## src/verilog/exec_core_pkg.sv

```systemverilog
// constants, opcodes and ALU function codes for the byte execution core
package exec_core_pkg;
	// ----------------------------------------
	// widths
	// ----------------------------------------
	localparam int ADDR_W = 12;
	localparam int DIRECT_W = 10;
	localparam int DATA_W = 8;
	localparam int IADDR_W = 11;
	localparam int PC_W = 12;
	localparam int STACK_DEPTH = 16;
	localparam int SP_W = 5;
	localparam int NIB_W = 4;
	localparam int SIGN_BIT = 7;
	localparam int LOW_BYTE_HI = 7;
	localparam int HIGH_ADDR_LO = 8;
	localparam logic [SP_W-1:0] SP_FULL = 5'h10;
	localparam logic [SP_W-1:0] SP_ONE = 5'h01;
	localparam logic [PC_W-1:0] PC_ONE = 12'h001;
	localparam logic [ADDR_W-1:0] ADDR_ONE = 12'h001;
	localparam logic [PC_W-1:0] PC_RESET = 12'h000;
	localparam logic [ADDR_W-1:0] ADDR_RESET = 12'h000;
	localparam logic [DATA_W-1:0] BYTE_ZERO = 8'h00;
	localparam logic [DATA_W-1:0] BYTE_ONES = 8'hff;
	localparam logic [DATA_W:0] WIDE_ONE = 9'h001;

	// ----------------------------------------
	// instruction opcodes (top four bits of the word)
	// ----------------------------------------
	typedef enum logic [3:0] {
		OP_NOP = 4'h0,
		OP_DIRECT_ADDR = 4'h1,
		OP_ADDR_LOW = 4'h2,
		OP_ADDR_HIGH = 4'h3,
		OP_ADDR_INC = 4'h4,
		OP_BUS_SEL = 4'h5,
		OP_BRANCH = 4'h6,
		OP_CALL = 4'h7,
		OP_RETURN = 4'h8,
		OP_BR_TRUE = 4'h9,
		OP_BR_FALSE = 4'ha,
		OP_PAGE = 4'hb,
		OP_ALU_FUNC = 4'hc,
		OP_B_LOAD = 4'hd
	} opcode_e;

	// data-bus sources
	typedef enum logic [1:0] {
		SRC_LITERAL = 2'h0,
		SRC_MEMORY = 2'h1,
		SRC_UNIVERSAL = 2'h2,
		SRC_B = 2'h3
	} bus_src_e;

	// branch conditions
	typedef enum logic [2:0] {
		COND_SIGN = 3'h0,
		COND_CARRY = 3'h1,
		COND_EQUAL = 3'h2,
		COND_BUS_BIT = 3'h3,
		COND_STACK = 3'h4
	} cond_e;

	// B-register capture modes
	typedef enum logic [1:0] {
		BLD_FULL = 2'h0,
		BLD_HIGH = 2'h1,
		BLD_LOW = 2'h2,
		BLD_CLEAR = 2'h3
	} b_load_e;

	// ALU functions
	typedef enum logic [4:0] {
		F_D = 5'h00,
		F_D_N = 5'h01,
		F_B = 5'h02,
		F_B_N = 5'h03,
		F_ONES = 5'h04,
		F_ZERO = 5'h05,
		F_OR = 5'h06,
		F_OR_BN = 5'h07,
		F_OR_DN = 5'h08,
		F_OR_DN_BN = 5'h09,
		F_D_PLUS_B = 5'h0a,
		F_D_PLUS_B_1 = 5'h0b,
		F_D_PLUS_1 = 5'h0c,
		F_D_MINUS_B = 5'h0d,
		F_D_MINUS_B_1 = 5'h0e,
		F_D_MINUS_1 = 5'h0f,
		F_D_PLUS_D = 5'h10,
		F_D_PLUS_D_1 = 5'h11
	} alu_func_e;
endpackage : exec_core_pkg

```

## src/verilog/return_stack.sv

```systemverilog
// sixteen-entry return-address memory with registered read data
`timescale 1ns/10ps
module return_stack
(
	input wire logic clk_sys,
	input wire logic clk_en,
	input wire logic wr_en,
	input wire logic [3:0] wr_addr,
	input wire logic [exec_core_pkg::PC_W-1:0] wr_data,
	input wire logic [3:0] rd_addr,
	output logic [exec_core_pkg::PC_W-1:0] rd_data
);
	logic [exec_core_pkg::PC_W-1:0] mem [exec_core_pkg::STACK_DEPTH];

	// write port
	always_ff @(posedge clk_sys)
	begin
		if (clk_en && wr_en)
		begin
			mem[wr_addr] <= wr_data;
		end
	end

	// registered read port
	always_ff @(posedge clk_sys)
	begin
		if (clk_en)
		begin
			rd_data <= mem[rd_addr];
		end
	end
endmodule : return_stack

```

## src/verilog/exec_core.sv

```systemverilog
// execution core: address register, data bus, branches, stack and ALU
`timescale 1ns/10ps

module exec_core
(
	input wire logic clk_sys,
	input wire logic reset_n,
	input wire logic clk_en,
	input wire logic [15:0] instr_word,
	output logic [exec_core_pkg::PC_W-1:0] instr_addr,
	input wire logic [exec_core_pkg::DATA_W-1:0] mem_rdata,
	input wire logic [exec_core_pkg::DATA_W-1:0] literal_value,
	input wire logic [exec_core_pkg::DATA_W-1:0] universal_value,
	output logic [exec_core_pkg::ADDR_W-1:0] data_addr,
	output logic [exec_core_pkg::DATA_W-1:0] data_bus,
	output logic [exec_core_pkg::DATA_W-1:0] alu_reg,
	output logic carry_flag,
	output logic stack_overflow,
	output logic page_select
);
	// ----------------------------------------
	// state
	// ----------------------------------------
	typedef enum logic [1:0] {
		ST_FETCH,
		ST_OPERAND
	} phase_e;

	phase_e phase_reg;
	logic [exec_core_pkg::PC_W-1:0] pc_reg;
	logic [exec_core_pkg::ADDR_W-1:0] addr_reg;
	exec_core_pkg::bus_src_e src_reg;
	logic [exec_core_pkg::DATA_W-1:0] b_reg;
	exec_core_pkg::alu_func_e func_reg;
	logic carry_reg;
	logic ovf_reg;
	logic page_reg;
	logic [exec_core_pkg::SP_W-1:0] sp_reg;
	logic [3:0] pend_op_reg;
	logic [2:0] pend_cond_reg;
	logic [2:0] pend_bit_reg;
	logic ret_armed_reg;
	logic [exec_core_pkg::DATA_W-1:0] bus_next;
	logic [exec_core_pkg::DATA_W:0] alu_sum;
	logic [exec_core_pkg::DATA_W-1:0] alu_f;
	logic cond_val;
	logic take_branch;
	logic [exec_core_pkg::PC_W-1:0] target;
	logic [exec_core_pkg::PC_W-1:0] stack_top;
	logic [3:0] opcode;
	logic push_now;
	logic [3:0] push_idx;
	logic [3:0] top_idx;
	logic [exec_core_pkg::PC_W-1:0] ret_addr;

	assign opcode = instr_word[15:12];
	assign target = {page_reg, instr_word[exec_core_pkg::IADDR_W-1:0]};
	assign push_now = clk_en && phase_reg == ST_OPERAND
		&& pend_op_reg == exec_core_pkg::OP_CALL && sp_reg != exec_core_pkg::SP_FULL;
	assign push_idx = sp_reg[3:0];
	assign top_idx = sp_reg[3:0] - 4'h1;
	assign ret_addr = pc_reg + exec_core_pkg::PC_ONE;

	// ----------------------------------------
	// return-address memory
	// ----------------------------------------
	return_stack u_stack
	(
		.clk_sys(clk_sys),
		.clk_en(clk_en),
		.wr_en(push_now),
		.wr_addr(push_idx),
		.wr_data(ret_addr),
		.rd_addr(top_idx),
		.rd_data(stack_top)
	);

	// data bus source mux
	always_comb
	begin
		case (src_reg)
			exec_core_pkg::SRC_LITERAL: bus_next = literal_value;
			exec_core_pkg::SRC_MEMORY: bus_next = mem_rdata;
			exec_core_pkg::SRC_UNIVERSAL: bus_next = universal_value;
			default: bus_next = b_reg;
		endcase
	end

	// alu function decode
	always_comb
	begin
		alu_sum = {1'b0, exec_core_pkg::BYTE_ZERO};
		alu_f = exec_core_pkg::BYTE_ZERO;
		case (func_reg)
			exec_core_pkg::F_D: alu_f = bus_next;
			exec_core_pkg::F_D_N: alu_f = ~bus_next;
			exec_core_pkg::F_B: alu_f = b_reg;
			exec_core_pkg::F_B_N: alu_f = ~b_reg;
			exec_core_pkg::F_ONES: alu_f = exec_core_pkg::BYTE_ONES;
			exec_core_pkg::F_OR: alu_f = bus_next | b_reg;
			exec_core_pkg::F_OR_BN: alu_f = bus_next | ~b_reg;
			exec_core_pkg::F_OR_DN: alu_f = ~bus_next | b_reg;
			exec_core_pkg::F_OR_DN_BN: alu_f = ~bus_next | ~b_reg;
			exec_core_pkg::F_D_PLUS_B: alu_sum = {1'b0, bus_next} + {1'b0, b_reg};
			exec_core_pkg::F_D_PLUS_B_1:
				alu_sum = {1'b0, bus_next} + {1'b0, b_reg} + exec_core_pkg::WIDE_ONE;
			exec_core_pkg::F_D_PLUS_1: alu_sum = {1'b0, bus_next} + exec_core_pkg::WIDE_ONE;
			exec_core_pkg::F_D_MINUS_B: alu_sum = {1'b0, bus_next} - {1'b0, b_reg};
			exec_core_pkg::F_D_MINUS_B_1:
				alu_sum = {1'b0, bus_next} - {1'b0, b_reg} - exec_core_pkg::WIDE_ONE;
			exec_core_pkg::F_D_MINUS_1: alu_sum = {1'b0, bus_next} - exec_core_pkg::WIDE_ONE;
			exec_core_pkg::F_D_PLUS_D: alu_sum = {1'b0, bus_next} + {1'b0, bus_next};
			exec_core_pkg::F_D_PLUS_D_1:
				alu_sum = {1'b0, bus_next} + {1'b0, bus_next} + exec_core_pkg::WIDE_ONE;
			default: alu_f = exec_core_pkg::BYTE_ZERO;
		endcase
		if (func_reg >= exec_core_pkg::F_D_PLUS_B)
		begin
			alu_f = alu_sum[exec_core_pkg::DATA_W-1:0];
		end
	end

	// branch condition select
	always_comb
	begin
		case (pend_cond_reg)
			exec_core_pkg::COND_SIGN: cond_val = b_reg[exec_core_pkg::SIGN_BIT];
			exec_core_pkg::COND_CARRY: cond_val = carry_reg;
			exec_core_pkg::COND_EQUAL: cond_val = alu_f == exec_core_pkg::BYTE_ONES;
			exec_core_pkg::COND_BUS_BIT: cond_val = bus_next[pend_bit_reg];
			exec_core_pkg::COND_STACK: cond_val = ovf_reg;
			default: cond_val = 1'b0;
		endcase
		take_branch = (pend_op_reg == exec_core_pkg::OP_BR_TRUE) ? cond_val : !cond_val;
	end

	// ----------------------------------------
	// sequencing and program counter
	// ----------------------------------------
	always_ff @(posedge clk_sys or negedge reset_n)
	begin
		if (!reset_n)
		begin
			phase_reg <= ST_FETCH;
			pc_reg <= exec_core_pkg::PC_RESET;
			pend_op_reg <= exec_core_pkg::OP_NOP;
			pend_cond_reg <= exec_core_pkg::COND_SIGN;
			pend_bit_reg <= 3'h0;
			ret_armed_reg <= 1'b0;
		end
		else if (clk_en)
		begin
			if (phase_reg == ST_OPERAND)
			begin
				phase_reg <= ST_FETCH;
				case (pend_op_reg)
					exec_core_pkg::OP_BRANCH: pc_reg <= target;
					exec_core_pkg::OP_CALL: pc_reg <= target;
					exec_core_pkg::OP_RETURN:
					begin
						pc_reg <= pc_reg + exec_core_pkg::PC_ONE;
						ret_armed_reg <= 1'b1;
					end
					default: pc_reg <= take_branch ? target : pc_reg + exec_core_pkg::PC_ONE;
				endcase
			end
			else if (ret_armed_reg)
			begin
				ret_armed_reg <= 1'b0;
				pc_reg <= stack_top;
			end
			else
			begin
				pc_reg <= pc_reg + exec_core_pkg::PC_ONE;
				pend_op_reg <= opcode;
				pend_cond_reg <= instr_word[5:3];
				pend_bit_reg <= instr_word[2:0];
				if (opcode == exec_core_pkg::OP_BRANCH || opcode == exec_core_pkg::OP_CALL
					|| opcode == exec_core_pkg::OP_RETURN || opcode == exec_core_pkg::OP_BR_TRUE
					|| opcode == exec_core_pkg::OP_BR_FALSE)
				begin
					phase_reg <= ST_OPERAND;
				end
			end
		end
	end

	// stack pointer and overflow flag
	always_ff @(posedge clk_sys or negedge reset_n)
	begin
		if (!reset_n)
		begin
			sp_reg <= 5'h00;
			ovf_reg <= 1'b0;
		end
		else if (clk_en && phase_reg == ST_OPERAND && pend_op_reg == exec_core_pkg::OP_CALL)
		begin
			if (sp_reg == exec_core_pkg::SP_FULL)
			begin
				ovf_reg <= 1'b1;
			end
			else
			begin
				sp_reg <= sp_reg + exec_core_pkg::SP_ONE;
			end
		end
		else if (clk_en && ret_armed_reg && phase_reg == ST_FETCH && sp_reg != 5'h00)
		begin
			sp_reg <= sp_reg - exec_core_pkg::SP_ONE;
		end
	end

	// page latch, held until the next page instruction
	always_ff @(posedge clk_sys or negedge reset_n)
	begin
		if (!reset_n)
		begin
			page_reg <= 1'b0;
		end
		else if (clk_en && phase_reg == ST_FETCH && opcode == exec_core_pkg::OP_PAGE)
		begin
			page_reg <= instr_word[0];
		end
	end

	// ----------------------------------------
	// single-cycle instructions
	// ----------------------------------------
	always_ff @(posedge clk_sys or negedge reset_n)
	begin
		if (!reset_n)
		begin
			addr_reg <= exec_core_pkg::ADDR_RESET;
			src_reg <= exec_core_pkg::SRC_LITERAL;
			func_reg <= exec_core_pkg::F_ZERO;
		end
		else if (clk_en && phase_reg == ST_FETCH) // also the slot after a return
		begin
			case (opcode)
				exec_core_pkg::OP_DIRECT_ADDR:
					addr_reg[exec_core_pkg::DIRECT_W-1:0] <= instr_word[9:0];
				exec_core_pkg::OP_ADDR_LOW:
					addr_reg[exec_core_pkg::LOW_BYTE_HI:0] <= bus_next;
				exec_core_pkg::OP_ADDR_HIGH:
					addr_reg[exec_core_pkg::ADDR_W-1:exec_core_pkg::HIGH_ADDR_LO]
						<= bus_next[exec_core_pkg::NIB_W-1:0];
				exec_core_pkg::OP_ADDR_INC: addr_reg <= addr_reg + exec_core_pkg::ADDR_ONE;
				exec_core_pkg::OP_BUS_SEL: src_reg <= exec_core_pkg::bus_src_e'(instr_word[1:0]);
				exec_core_pkg::OP_ALU_FUNC: func_reg <= exec_core_pkg::alu_func_e'(instr_word[4:0]);
				default: addr_reg <= addr_reg;
			endcase
		end
	end

	// B register capture and carry
	always_ff @(posedge clk_sys or negedge reset_n)
	begin
		if (!reset_n)
		begin
			b_reg <= exec_core_pkg::BYTE_ZERO;
			carry_reg <= 1'b0;
		end
		else if (clk_en)
		begin
			carry_reg <= alu_sum[exec_core_pkg::DATA_W];
			if (phase_reg == ST_FETCH && opcode == exec_core_pkg::OP_B_LOAD)
			begin
				case (exec_core_pkg::b_load_e'(instr_word[1:0]))
					exec_core_pkg::BLD_FULL: b_reg <= alu_f;
					exec_core_pkg::BLD_HIGH: b_reg[7:4] <= alu_f[7:4];
					exec_core_pkg::BLD_LOW: b_reg[3:0] <= alu_f[3:0];
					default: b_reg <= exec_core_pkg::BYTE_ZERO;
				endcase
			end
		end
	end

	// registered outputs
	always_ff @(posedge clk_sys or negedge reset_n)
	begin
		if (!reset_n)
		begin
			data_bus <= exec_core_pkg::BYTE_ZERO;
			carry_flag <= 1'b0;
			stack_overflow <= 1'b0;
		end
		else if (clk_en)
		begin
			data_bus <= bus_next;
			carry_flag <= carry_reg;
			stack_overflow <= ovf_reg;
		end
	end

	// outputs read straight from their state flops, fetch address without lag
	assign data_addr = addr_reg;
	assign instr_addr = pc_reg;
	assign alu_reg = b_reg;
	assign page_select = page_reg;
endmodule : exec_core

```

## config.mk

```make
export PLATFORM = sky130hd
export DESIGN_NAME = exec_core
export DESIGN_NICKNAME = d
export VERILOG_FILES = /design/src/verilog/exec_core_pkg.sv /design/src/verilog/return_stack.sv /design/src/verilog/exec_core.sv
export SDC_FILE = /design/constraint.sdc
export NUM_CORES = 1
export LEC_CHECK = 0
export ABC_AREA = 1
export BUFFER_PORTS_ARGS = -buffer_cell sky130_fd_sc_hd__buf_2
export CAP_MARGIN = 30
export CORE_MARGIN = 1
export CORE_UTILIZATION = 40
export DETAILED_ROUTE_END_ITERATION = 10
export GPL_ROUTABILITY_DRIVEN = 0
export PLACE_DENSITY = 0.66
export SLEW_MARGIN = 20
export SYNTH_ARGS = -nofsm -noshare
export SYNTH_HDL_FRONTEND = slang
export SYNTH_HIERARCHICAL = 1
export SYNTH_SLANG_ARGS = --single-unit
export TNS_END_PERCENT = 100
```

## constraint.sdc

```tcl
create_clock -name clk_sys -period 10.05 [get_ports clk_sys]
set_clock_uncertainty 0.05 [all_clocks]
set_input_delay 1.005 -clock clk_sys [delete_from_list [all_inputs] [get_ports clk_sys]]
set_output_delay 1.005 -clock clk_sys [all_outputs]
set_load 0.02 [all_outputs]
```

==> results of run 1 <==
layout by cell type, fill, tap and decap left out, types with 15 or more instances in the layout:
cell type	count
a21oi_1	29
buf_2	83
buf_4	24
clkbuf_16	30
dfrtp_1	67
edfxtp_1	204
ha_1	26
inv_1	292
nand2_1	545
nand3_1	282
nand3_2	15
nor2_1	80
nor2_2	17
nor3_1	15
o21ai_0	69
o22ai_1	17
xor2_1	16
kinds of logic after synthesis:
family                   after synthesis  share of synthesized area (%)
AND/OR/NAND/NOR                      995                           28.6
buffers and inverters                367                           9.76
flip-flops                           273                           51.5
AO/OA/AOI/OAI                        166                           6.62
adder cells (fa/ha/maj)               29                           2.53
XOR/XNOR                              18                           1.03
power by group through the flow:
stage                     combinational (mW)  sequential, mW  clock [mW]
after floorplan                         1.68            1.66           0
after global placement                  2.40            1.63           0
after detailed placement                2.47            1.63           0
after CTS                               2.48            1.61        1.10
after global routing                    2.76            1.63        1.15
final                                   2.51            1.61        1.08
worst min path at each step:
stage / cells after the start / end / slack, ns
finish: 1 / data_addr[1]$_DFFE_PN0P_ / 0.25
global route: 1 / data_addr[7]$_DFFE_PN0P_ / 0.25
CTS: 2 / instr_addr[8]$_DFFE_PN0P_ / 0.43
detailed placement: 2 / data_bus[6]$_DFFE_PN0P_ / 0.42
global placement: 2 / stack_overflow$_DFFE_PN0P_ / 0.41
floorplan: 2 / instr_addr[1]$_DFFE_PN0P_ / 0.39
through the flow:
step                utilization, %  power (mW)  worst slack, ns
floorplan                        -        3.35             6.02
global placement              43.1        4.03             4.97
detailed placement            43.2        4.10             4.85
CTS                           45.8        5.19             5.21
global route                  46.0        5.54             4.49
finish                        46.0        5.21             5.04
metal layers:
metal	wire [um]	global-route usage, %
met2	20000	35.4
met1	17800	28.4
met5	0	0
met3	2940	3.36
met4	1620	9.91
layout make-up:
type	count	area, um2
inverters	309	1160
clock buffers	33	772
well taps	511	639
flip-flops and latches	273	7860
repair buffers	114	707
fillers	3581	20300
clock inverters	22	206
multi-input cells	1208	5950
worst max-delay path: cells and delay by family, from the launching register on:
kind          cells  cell delay, ns
fa+ha+maj         1            0.52
flops             1            0.67
simple gates     24            3.29
buf+inv           3            0.39
==> impl_metrics.ini, run 1 <==
[clock_network]
cts_root_buf = clkbuf_16
cts_sinks = 273
cts_resized = 0
cts_setup_buffers = 0
clk_latency_ns = 0.60
tritoncts = yes
clkTransAtPathRegs_ns = 0.06
cts_buffers = 30
hold_buffers = 0
clockBufferDepth = 3
htree_levels = 1

[worst_setup_path]
path_class = register to register
startpoint_type = register
cp_slowest_cell = dfrtp_1
worstReg2RegEnd = instr_addr[7]$_DFFE_PN0P_
crit_path_max_fanout = 18
critPathRequiredTime_ns = 10.50
cpPeakStageDelay_ns = 0.67
r2r_slack_ns = 5.04
worstSetupEndpointType = register
worst-endpoint-arrival_ns = 5.46
cp-startpoint = src_reg[0]$_DFFE_PN0P_
cp-endpoint = instr_addr[7]$_DFFE_PN0P_
cp_common_cell = nand2_1
r2r_start = src_reg[0]$_DFFE_PN0P_
rr_worst_depth = 28

[synthesis]
yosysSeqAreaShare_pct = 51.5
synth_area_um2 = 15300
syn_nets = 1920
yosysWarnings = 6
syn_inst = 1848
ys_ff_latch = 273
synth-main-ff-cell = edfxtp_1
synth_edf_count = 204
post_synth.cell_area_avg_um2 = 8.26
ys_top_cells_by_area = edfxtp_1 40%, nand2_1 13%, dfrtp_1 11%, nand3_1 9.2%, inv_1 7.2%
yosysTopAreaCellShare_pct = 40.1
yosysUniqueCellTypes = 51
yosysTopAreaCell = edfxtp_1
async_flop_share_pct = 25.3
yosysMostFrequentCell = nand2_1
ys_top_cells_by_count = 545 x nand2_1, 293 x inv_1, 282 x nand3_1, 204 x edfxtp_1, 91 x nor2_1

[cells_and_area]
largest_reg_flops = 192
regMostFlops = u_stack/mem
layout.nets = 2008
final_area_um2 = 17300
syn_to_final_growth_pct = 13.3
final_cell_count_no_fill = 2470
n_antenna_cell = 0
drive_above_1_share_pct = 11.8

[sta]
hold-worst-slack_ns = 0.255
finalCriticalPeriod_ns = 5.01
drv_slew = 0
tightestPinTransition_ns = 1.02
hold_viol = 0
setup_viol = 0
timing.fmax_ghz = 0.200
fin_tns_setup_ns = 0
fin_crit_sh_pct = 49.9
rsz0062_at_grt = false
relSlewSlack_pct = 31.8

[status]
outcome = complete, no violations

[die]
design.die.area_um2 = 38900
io_pins = 86
start_util_pct = 40.6
row_count = 71
core-area_um2 = 37600
die_x_um = 197
fp.dieH_um = 197

[place]
dpl_cell_area_um2 = 16200
dp.cells = 2411
hpwl_um = 28400
port_buffers = 84

[global_routing]
grt_usage_pct = 21.7
grt_pass1_vias = 12100
antenna_found_initial = 0
grt_overflow = 0
grt_pass1_wl_um = 65700
grt_start_max_net_pins = 84

[detailed_routing]
avgRoutedWirePerCell_um = 17.1
final_antenna_net_count = 0
drc = 0
drtIter0Drc = 1042
first_pass_iters = 6
viasPerCell = 5.22
totalWireLength_um = 42400
vias = 12900

[min_path]
hold_path_class = input port to async pin

[power]
cellInternalPower_mw = 2.86
max-vdd-ir-drop_v = 0.000165
p_sw_mw = 2.35
pwr-share-seq_pct = 31.0
power.density_nw_per_um2 = 301
pwr-share-clk_pct = 20.8
p_comb_share_pct = 48.2
p_leak_nw = 7.91
p_sw_share_pct = 45.1

[job]
maxCapViolCount = 0
Note: power is estimated with default switching activity, not from simulation.
==> run 2, diff against run 1 <==
--- a/config.mk
+++ b/config.mk
@@ -12,7 +12,7 @@
 export CORE_UTILIZATION = 40
 export DETAILED_ROUTE_END_ITERATION = 10
 export GPL_ROUTABILITY_DRIVEN = 0
-export PLACE_DENSITY = 0.66
+export PLACE_DENSITY = 0.68
 export SLEW_MARGIN = 20
 export SYNTH_ARGS = -nofsm -noshare
 export SYNTH_HDL_FRONTEND = slang
==> constraint.sdc (replaced) <==
create_clock -name clk_sys -period 4.2 [get_ports clk_sys]
set_clock_uncertainty 0.05 [all_clocks]
set_input_delay 0.42 -clock clk_sys [delete_from_list [all_inputs] [get_ports clk_sys]]
set_output_delay 0.42 -clock clk_sys [all_outputs]
set_load 0.02 [all_outputs]
==> impl_metrics.ini, run 2 (synthesis results as in run 1) <==
[worst_setup_path]
worst-endpoint-arrival_ns = 4.43
path_class = register to register
critPathRequiredTime_ns = 4.65
rr_worst_depth = 23
r2r_slack_ns = 0.22
r2r_start = src_reg[1]$_DFFE_PN0P_
worstReg2RegEnd = instr_addr[9]$_DFFE_PN0P_
worstSetupEndpointType = register
startpoint_type = register
crit_path_max_fanout = 8

[detailed_routing]
drc = 0
final_antenna_net_count = 0
vias = 13000
viasPerCell = 5.17
first_pass_iters = 9
drtIter0Drc = 1311
totalWireLength_um = 42100
avgRoutedWirePerCell_um = 16.8

[global_routing]
grt_overflow = 0
grt_pass1_vias = 12000
grt_pass1_wl_um = 64800
grt_start_max_net_pins = 70
antenna_found_initial = 1
grt_usage_pct = 21.4

[job]
maxCapViolCount = 0

[clock_network]
cts_root_buf = clkbuf_16
clk_latency_ns = 0.61
tritoncts = yes
htree_levels = 1
clkTransAtPathRegs_ns = 0.06
cts_sinks = 273
cts_buffers = 30
clockBufferDepth = 3

[min_path]
hold_path_class = input port to register
min_to = pend_bit_reg[0]$_DFFE_PN0P_
holdCritStartpoint = instr_word[0]
holdPathStages = 3

[power]
cellInternalPower_mw = 6.99
p_sw_share_pct = 45.5
p_sw_mw = 5.83
p_leak_nw = 8.14
max-vdd-ir-drop_v = 0.000452
power.density_nw_per_um2 = 723
p_comb_share_pct = 49.4
pwr-share-seq_pct = 30.0
pwr-share-clk_pct = 20.5

[cells_and_area]
final_cell_count_no_fill = 2509
regArea_um2 = 7860
largest_reg_flops = 192
nFillCells = 3458
regMostFlops = u_stack/mem
final_common_cell = nand2_1
final_area_um2 = 17700
drive_above_1_share_pct = 14.2
multi_input_area_um2 = 6140
final_cell_mix = 542 x nand2_1, 290 x inv_1, 276 x nand3_1
syn_to_final_growth_pct = 16.1
layout.nets = 2046
n_antenna_cell = 0

[sta]
fin_crit_sh_pct = 94.8
final.setup.worst_slack_ns = 0.220
hold_viol = 0
tightestPinTransition_ns = 1.39
finalCriticalPeriod_ns = 3.98
relSlewSlack_pct = 6.68
drv_slew = 0
timing.fmax_ghz = 0.251
setup_viol = 0

[die]
io_pins = 86
start_util_pct = 40.6
fp.dieH_um = 197
design.die.area_um2 = 38900
die_x_um = 197
row_count = 71
core-area_um2 = 37600

[place]
hpwl_um = 28700
port_buffers = 84
dpl_cell_area_um2 = 16400
pre_cts_ws_ns = -0.0711
dp.cells = 2441

[status]
outcome = complete, no violations
==> run 2: how the worst max path moves through the flow <==
stage	slack, ns	cells past startpoint	from	endpoint
CTS	0.03	27	src_reg[0]$_DFFE_PN0P_	instr_addr[5]$_DFFE_PN0P_
finish	0.22	23	src_reg[1]$_DFFE_PN0P_	instr_addr[9]$_DFFE_PN0P_
detailed placement	-0.07	26	src_reg[0]$_DFFE_PN0P_	instr_addr[11]$_DFFE_PN0P_
global placement	0.04	26	src_reg[0]$_DFFE_PN0P_	instr_addr[11]$_DFFE_PN0P_
global route	-0.05	29	src_reg[0]$_DFFE_PN0P_	instr_addr[11]$_DFFE_PN0P_
floorplan	0.56	31	src_reg[0]$_DFFE_PN0P_	instr_addr[0]$_DFFE_PN0P_
==> run 2: stage by stage <==
| step | utilization, % | total power [mW] | setup TNS [ns] | hold slack, ns |
|---|---|---|---|---|
| 6_report | 47.2 | 12.8 | 0 | 0.0942 |
| 5_1_grt | 47.2 | 13.6 | -0.305 | 0.0905 |
| 4_1_cts | 46.4 | 12.6 | 0 | 0.0839 |
| 3_5_place_dp | 43.7 | 9.92 | -0.664 | 0.412 |
| 3_3_place_gp | 43.7 | 9.79 | 0 | 0.405 |
| 2_1_floorplan | - | 8.01 | 0 | 0.0744 |
==> run 2: layout make-up <==
| cell class | instances | share of cell area (%) |
|---|---|---|
| flip-flops and latches | 273 | 44.3 |
| multi-input cells | 1212 | 34.6 |
| inverters | 309 | 6.56 |
| repair buffers | 148 | 5.22 |
| clock buffers | 34 | 4.38 |
| well taps | 511 | 3.61 |
| clock inverters | 22 | 1.27 |
==> run 2: critical path: stages, from the launching register on <==
cell and delay, ns:
dfrtp_2 0.48, buf_4 0.17, o21ai_0 0.23, nand3_1 0.16, nand2_2 0.19, inv_1 0.08, ha_1 0.42, inv_1 0.15
nand2_1 0.08, nand2_1 0.04, nor2_1 0.10, nand2_1 0.07, xor2_1 0.17, a21oi_1 0.24, o21ai_1 0.12, nand3_1 0.08
nand4_1 0.16, nand2_4 0.21, nand3_2 0.24, nand3_2 0.18, nand3_1 0.08, nand2_1 0.09, nand2_1 0.05, nand2_1 0.07
==> run 2: per-layer routing <==
metal	share of wire (%)	vias to the layer above	global-route usage, %
met3	7.3	107	3.40
met5	0.031	-	0
met1	42	6011	27.7
li1	-	6329	-
met4	3.9	2	9.13
met2	47	520	35.4
==> run 2: timing repair <==
action	CTS	global route
hold buffers	1	0
hold endpoints to repair	67	0
setup endpoints to repair	12	13
buffers inserted	0	5
cloned	0	4
resized for setup	3	40
pin swaps	0	8
==> run 2: power groups by stage <==
| stage | sequential [mW] | combinational [mW] | clock (mW) |
|---|---|---|---|
| final | 3.85 | 6.34 | 2.63 |
| after global placement | 3.88 | 5.91 | 0 |
| after detailed placement | 3.89 | 6.03 | 0 |
| after global routing | 3.88 | 6.95 | 2.78 |
| after CTS | 3.84 | 6.07 | 2.67 |
| after floorplan | 3.98 | 4.03 | 0 |
==> run 3, diff against run 2 <==
--- a/config.mk
+++ b/config.mk
@@ -5,7 +5,6 @@
 export SDC_FILE = /design/constraint.sdc
 export NUM_CORES = 1
 export LEC_CHECK = 0
-export ABC_AREA = 1
 export BUFFER_PORTS_ARGS = -buffer_cell sky130_fd_sc_hd__buf_2
 export CAP_MARGIN = 30
 export CORE_MARGIN = 1
==> impl_metrics.ini, run 3 <==
[detailed_routing]
avgRoutedWirePerCell_um = 21.8
viasPerCell = 5.82
totalWireLength_um = 37200
final_antenna_net_count = 0
drtIter0Drc = 848
first_pass_iters = 5
drc = 0
vias = 9918

[sta]
fin_crit_sh_pct = 106
drv_slew = 0
tightestPinTransition_ns = 0.799
rsz0062_at_grt = true
final.setup.worst_slack_ns = -0.253
finalCriticalPeriod_ns = 4.45
fin_tns_setup_ns = -2.43
timing.fmax_ghz = 0.225
hold_viol = 0
setup_viol = 12
relSlewSlack_pct = 46.5

[cells_and_area]
regArea_um2 = 7860
regMostFlops = u_stack/mem
n_antenna_cell = 0
drive_above_1_share_pct = 31.4
layout.nets = 1300
syn_to_final_growth_pct = 19.6
multi_input_area_um2 = 5860
final_common_cell = edfxtp_1
largest_reg_flops = 192
final_cell_mix = 204 x edfxtp_1, 131 x buf_4, 83 x buf_2
nFillCells = 2999

[worst_setup_path]
crit_chain = buf_4, mux4_2, ha_1, buf_4, a21o_1, a21oi_1, xor2_1, nand2_1, o21ai_2, nand3_1, xnor2_2, o221ai_2, a41o_2, mux2i_4, buf_4, o211ai_1, o311ai_2
worstSetupEndpointType = register
worst-endpoint-arrival_ns = 4.80
cp.depth = 17
r2r_slack_ns = -0.25
worstReg2RegEnd = instr_addr[0]$_DFFE_PN0P_
critPathRequiredTime_ns = 4.55
crit_path_max_fanout = 8
r2r_start = src_reg[0]$_DFFE_PN0P_
cp_num_buf_inv = 3
cp_slowest_cell = mux4_2
cp_common_cell = buf_4
cpPeakStageDelay_ns = 0.58
critPathTopFamily = compound AO/OA/AOI/OAI gates
path_class = register to register
rr_worst_depth = 17
startpoint_type = register

[die]
row_count = 68
core-area_um2 = 34500
start_util_pct = 40.6
io_pins = 86
fp.dieH_um = 189
die_x_um = 189
design.die.area_um2 = 35800

[synthesis]
async_flop_share_pct = 25.3
yosysWarnings = 6
yosysUniqueCellTypes = 89
ys_ff_latch = 273
ys_top_cells_by_count = 204 x edfxtp_1, 75 x nand2_1, 67 x dfrtp_1, 59 x nor2_1, 49 x a21oi_1
yosysMostFrequentCell = edfxtp_1
synth-main-ff-cell = edfxtp_1
yosysTopAreaCellShare_pct = 43.7
post_synth.cell_area_avg_um2 = 13.5
synth_edf_count = 204
syn_nets = 1110
yosysSeqAreaShare_pct = 56.0
ys_top_cells_by_area = edfxtp_1 44%, dfrtp_1 12%, mux4_2 6.9%, mux4_1 2.8%, ha_1 2.3%
syn_inst = 1038
synth_area_um2 = 14000
yosysTopAreaCell = edfxtp_1

[clock_network]
clockBufferDepth = 3
clk_latency_ns = 0.57
clkTransAtPathRegs_ns = 0.06
cts_buffers = 28
cts_sinks = 273
tritoncts = yes
htree_levels = 1
cts_root_buf = clkbuf_16

[place]
hpwl_um = 25600
pre_cts_ws_ns = -0.393
port_buffers = 84

[global_routing]
grt_start_max_net_pins = 70
grt_usage_pct = 20.7
grt_pass1_wl_um = 56800
grt_overflow = 0
grt_pass1_vias = 9858
antenna_found_initial = 0

[power]
p_leak_nw = 6.33
total_power_mw = 12.8
max-vdd-ir-drop_v = 0.000393
power.density_nw_per_um2 = 760

[min_path]
holdCritStartpoint = instr_word[9]
holdPathStages = 3
min_to = instr_addr[9]$_DFFE_PN0P_
hold_path_class = input port to register

[job]
maxCapViolCount = 0

[status]
violations = negative setup slack
outcome = finished, violations left
[run 3: kinds of logic after synthesis]
logic type | count (synthesis) | share of synthesized area [%]
buf+inv | 93 | 3.40
fa+ha+maj | 29 | 2.75
mux | 104 | 13.4
simple gates | 254 | 9.32
compound gates | 237 | 12.2
xor+xnor | 48 | 3.00
flops | 273 | 56.0
[run 3: metrics by stage]
step	utilization (%)	instances	hold WS (ns)	area, um2
3_5_place_dp	45.2	1637	0.441	15600
5_1_grt	48.6	1704	0.148	16800
2_1_floorplan	-	1038	0.0744	14100
3_3_place_gp	45.2	1636	0.434	15600
4_1_cts	48.2	1696	0.126	16700
6_report	48.6	1704	0.143	16800
[run 3: layout make-up]
type	count	share of cell area, %
inverters	35	0.798
multi-input cells	672	34.9
well taps	455	3.39
repair buffers	218	8.63
flip-flops and latches	273	46.8
clock buffers	39	4.48
clock inverters	12	0.940
[run 3: layer usage]
| layer | vias up | part of all wire [%] | GRT usage [%] |
|---|---|---|---|
| met5 | - | 0 | 0 |
| met4 | 0 | 3.8 | 7.69 |
| met3 | 85 | 7.2 | 3.26 |
| met2 | 446 | 48 | 34.7 |
| met1 | 4977 | 41 | 27.1 |
| li1 | 4410 | - | - |
[run 3: report_power, final]
part	internal, mW	switching (mW)
logic	2.81	3.57
registers	3.56	0.363
clock network	1.44	1.02
[run 3: what timing repair did]
item | 4_1_cts | 5_1_grt
buffers inserted | 7 | 6
pin swaps | 2 | 7
setup endpoints to repair | 12 | 12
gates resized for setup | 12 | 13
hold buffers | 1 | 0
hold endpoints to repair | 31 | 0
cloned | 0 | 0
[run 3: how the worst max path moves through the flow]
stage / endpoint / startpoint / slack [ns]
floorplan: instr_addr[6]$_DFFE_PN0P_ / alu_reg[0]$_DFFE_PN0P_ / -0.13
global placement: instr_addr[10]$_DFFE_PN0P_ / universal_value[0] / -0.30
detailed placement: instr_addr[10]$_DFFE_PN0P_ / literal_value[0] / -0.39
CTS: instr_addr[6]$_DFFE_PN0P_ / src_reg[0]$_DFFE_PN0P_ / -0.22
global route: instr_addr[6]$_DFFE_PN0P_ / src_reg[0]$_DFFE_PN0P_ / -0.45
finish: instr_addr[0]$_DFFE_PN0P_ / src_reg[0]$_DFFE_PN0P_ / -0.25
[run 3: worst reg2reg max path: stages, from the launching register on]
cell and delay (ns):
dfrtp_1 0.41, buf_4 0.19, mux4_2 0.58, ha_1 0.32
buf_4 0.18, a21o_1 0.20, a21oi_1 0.21, xor2_1 0.27
nand2_1 0.10, o21ai_2 0.17, nand3_1 0.15, xnor2_2 0.24
o221ai_2 0.18, a41o_2 0.36, mux2i_4 0.23, buf_4 0.18
o211ai_1 0.20, o311ai_2 0.12
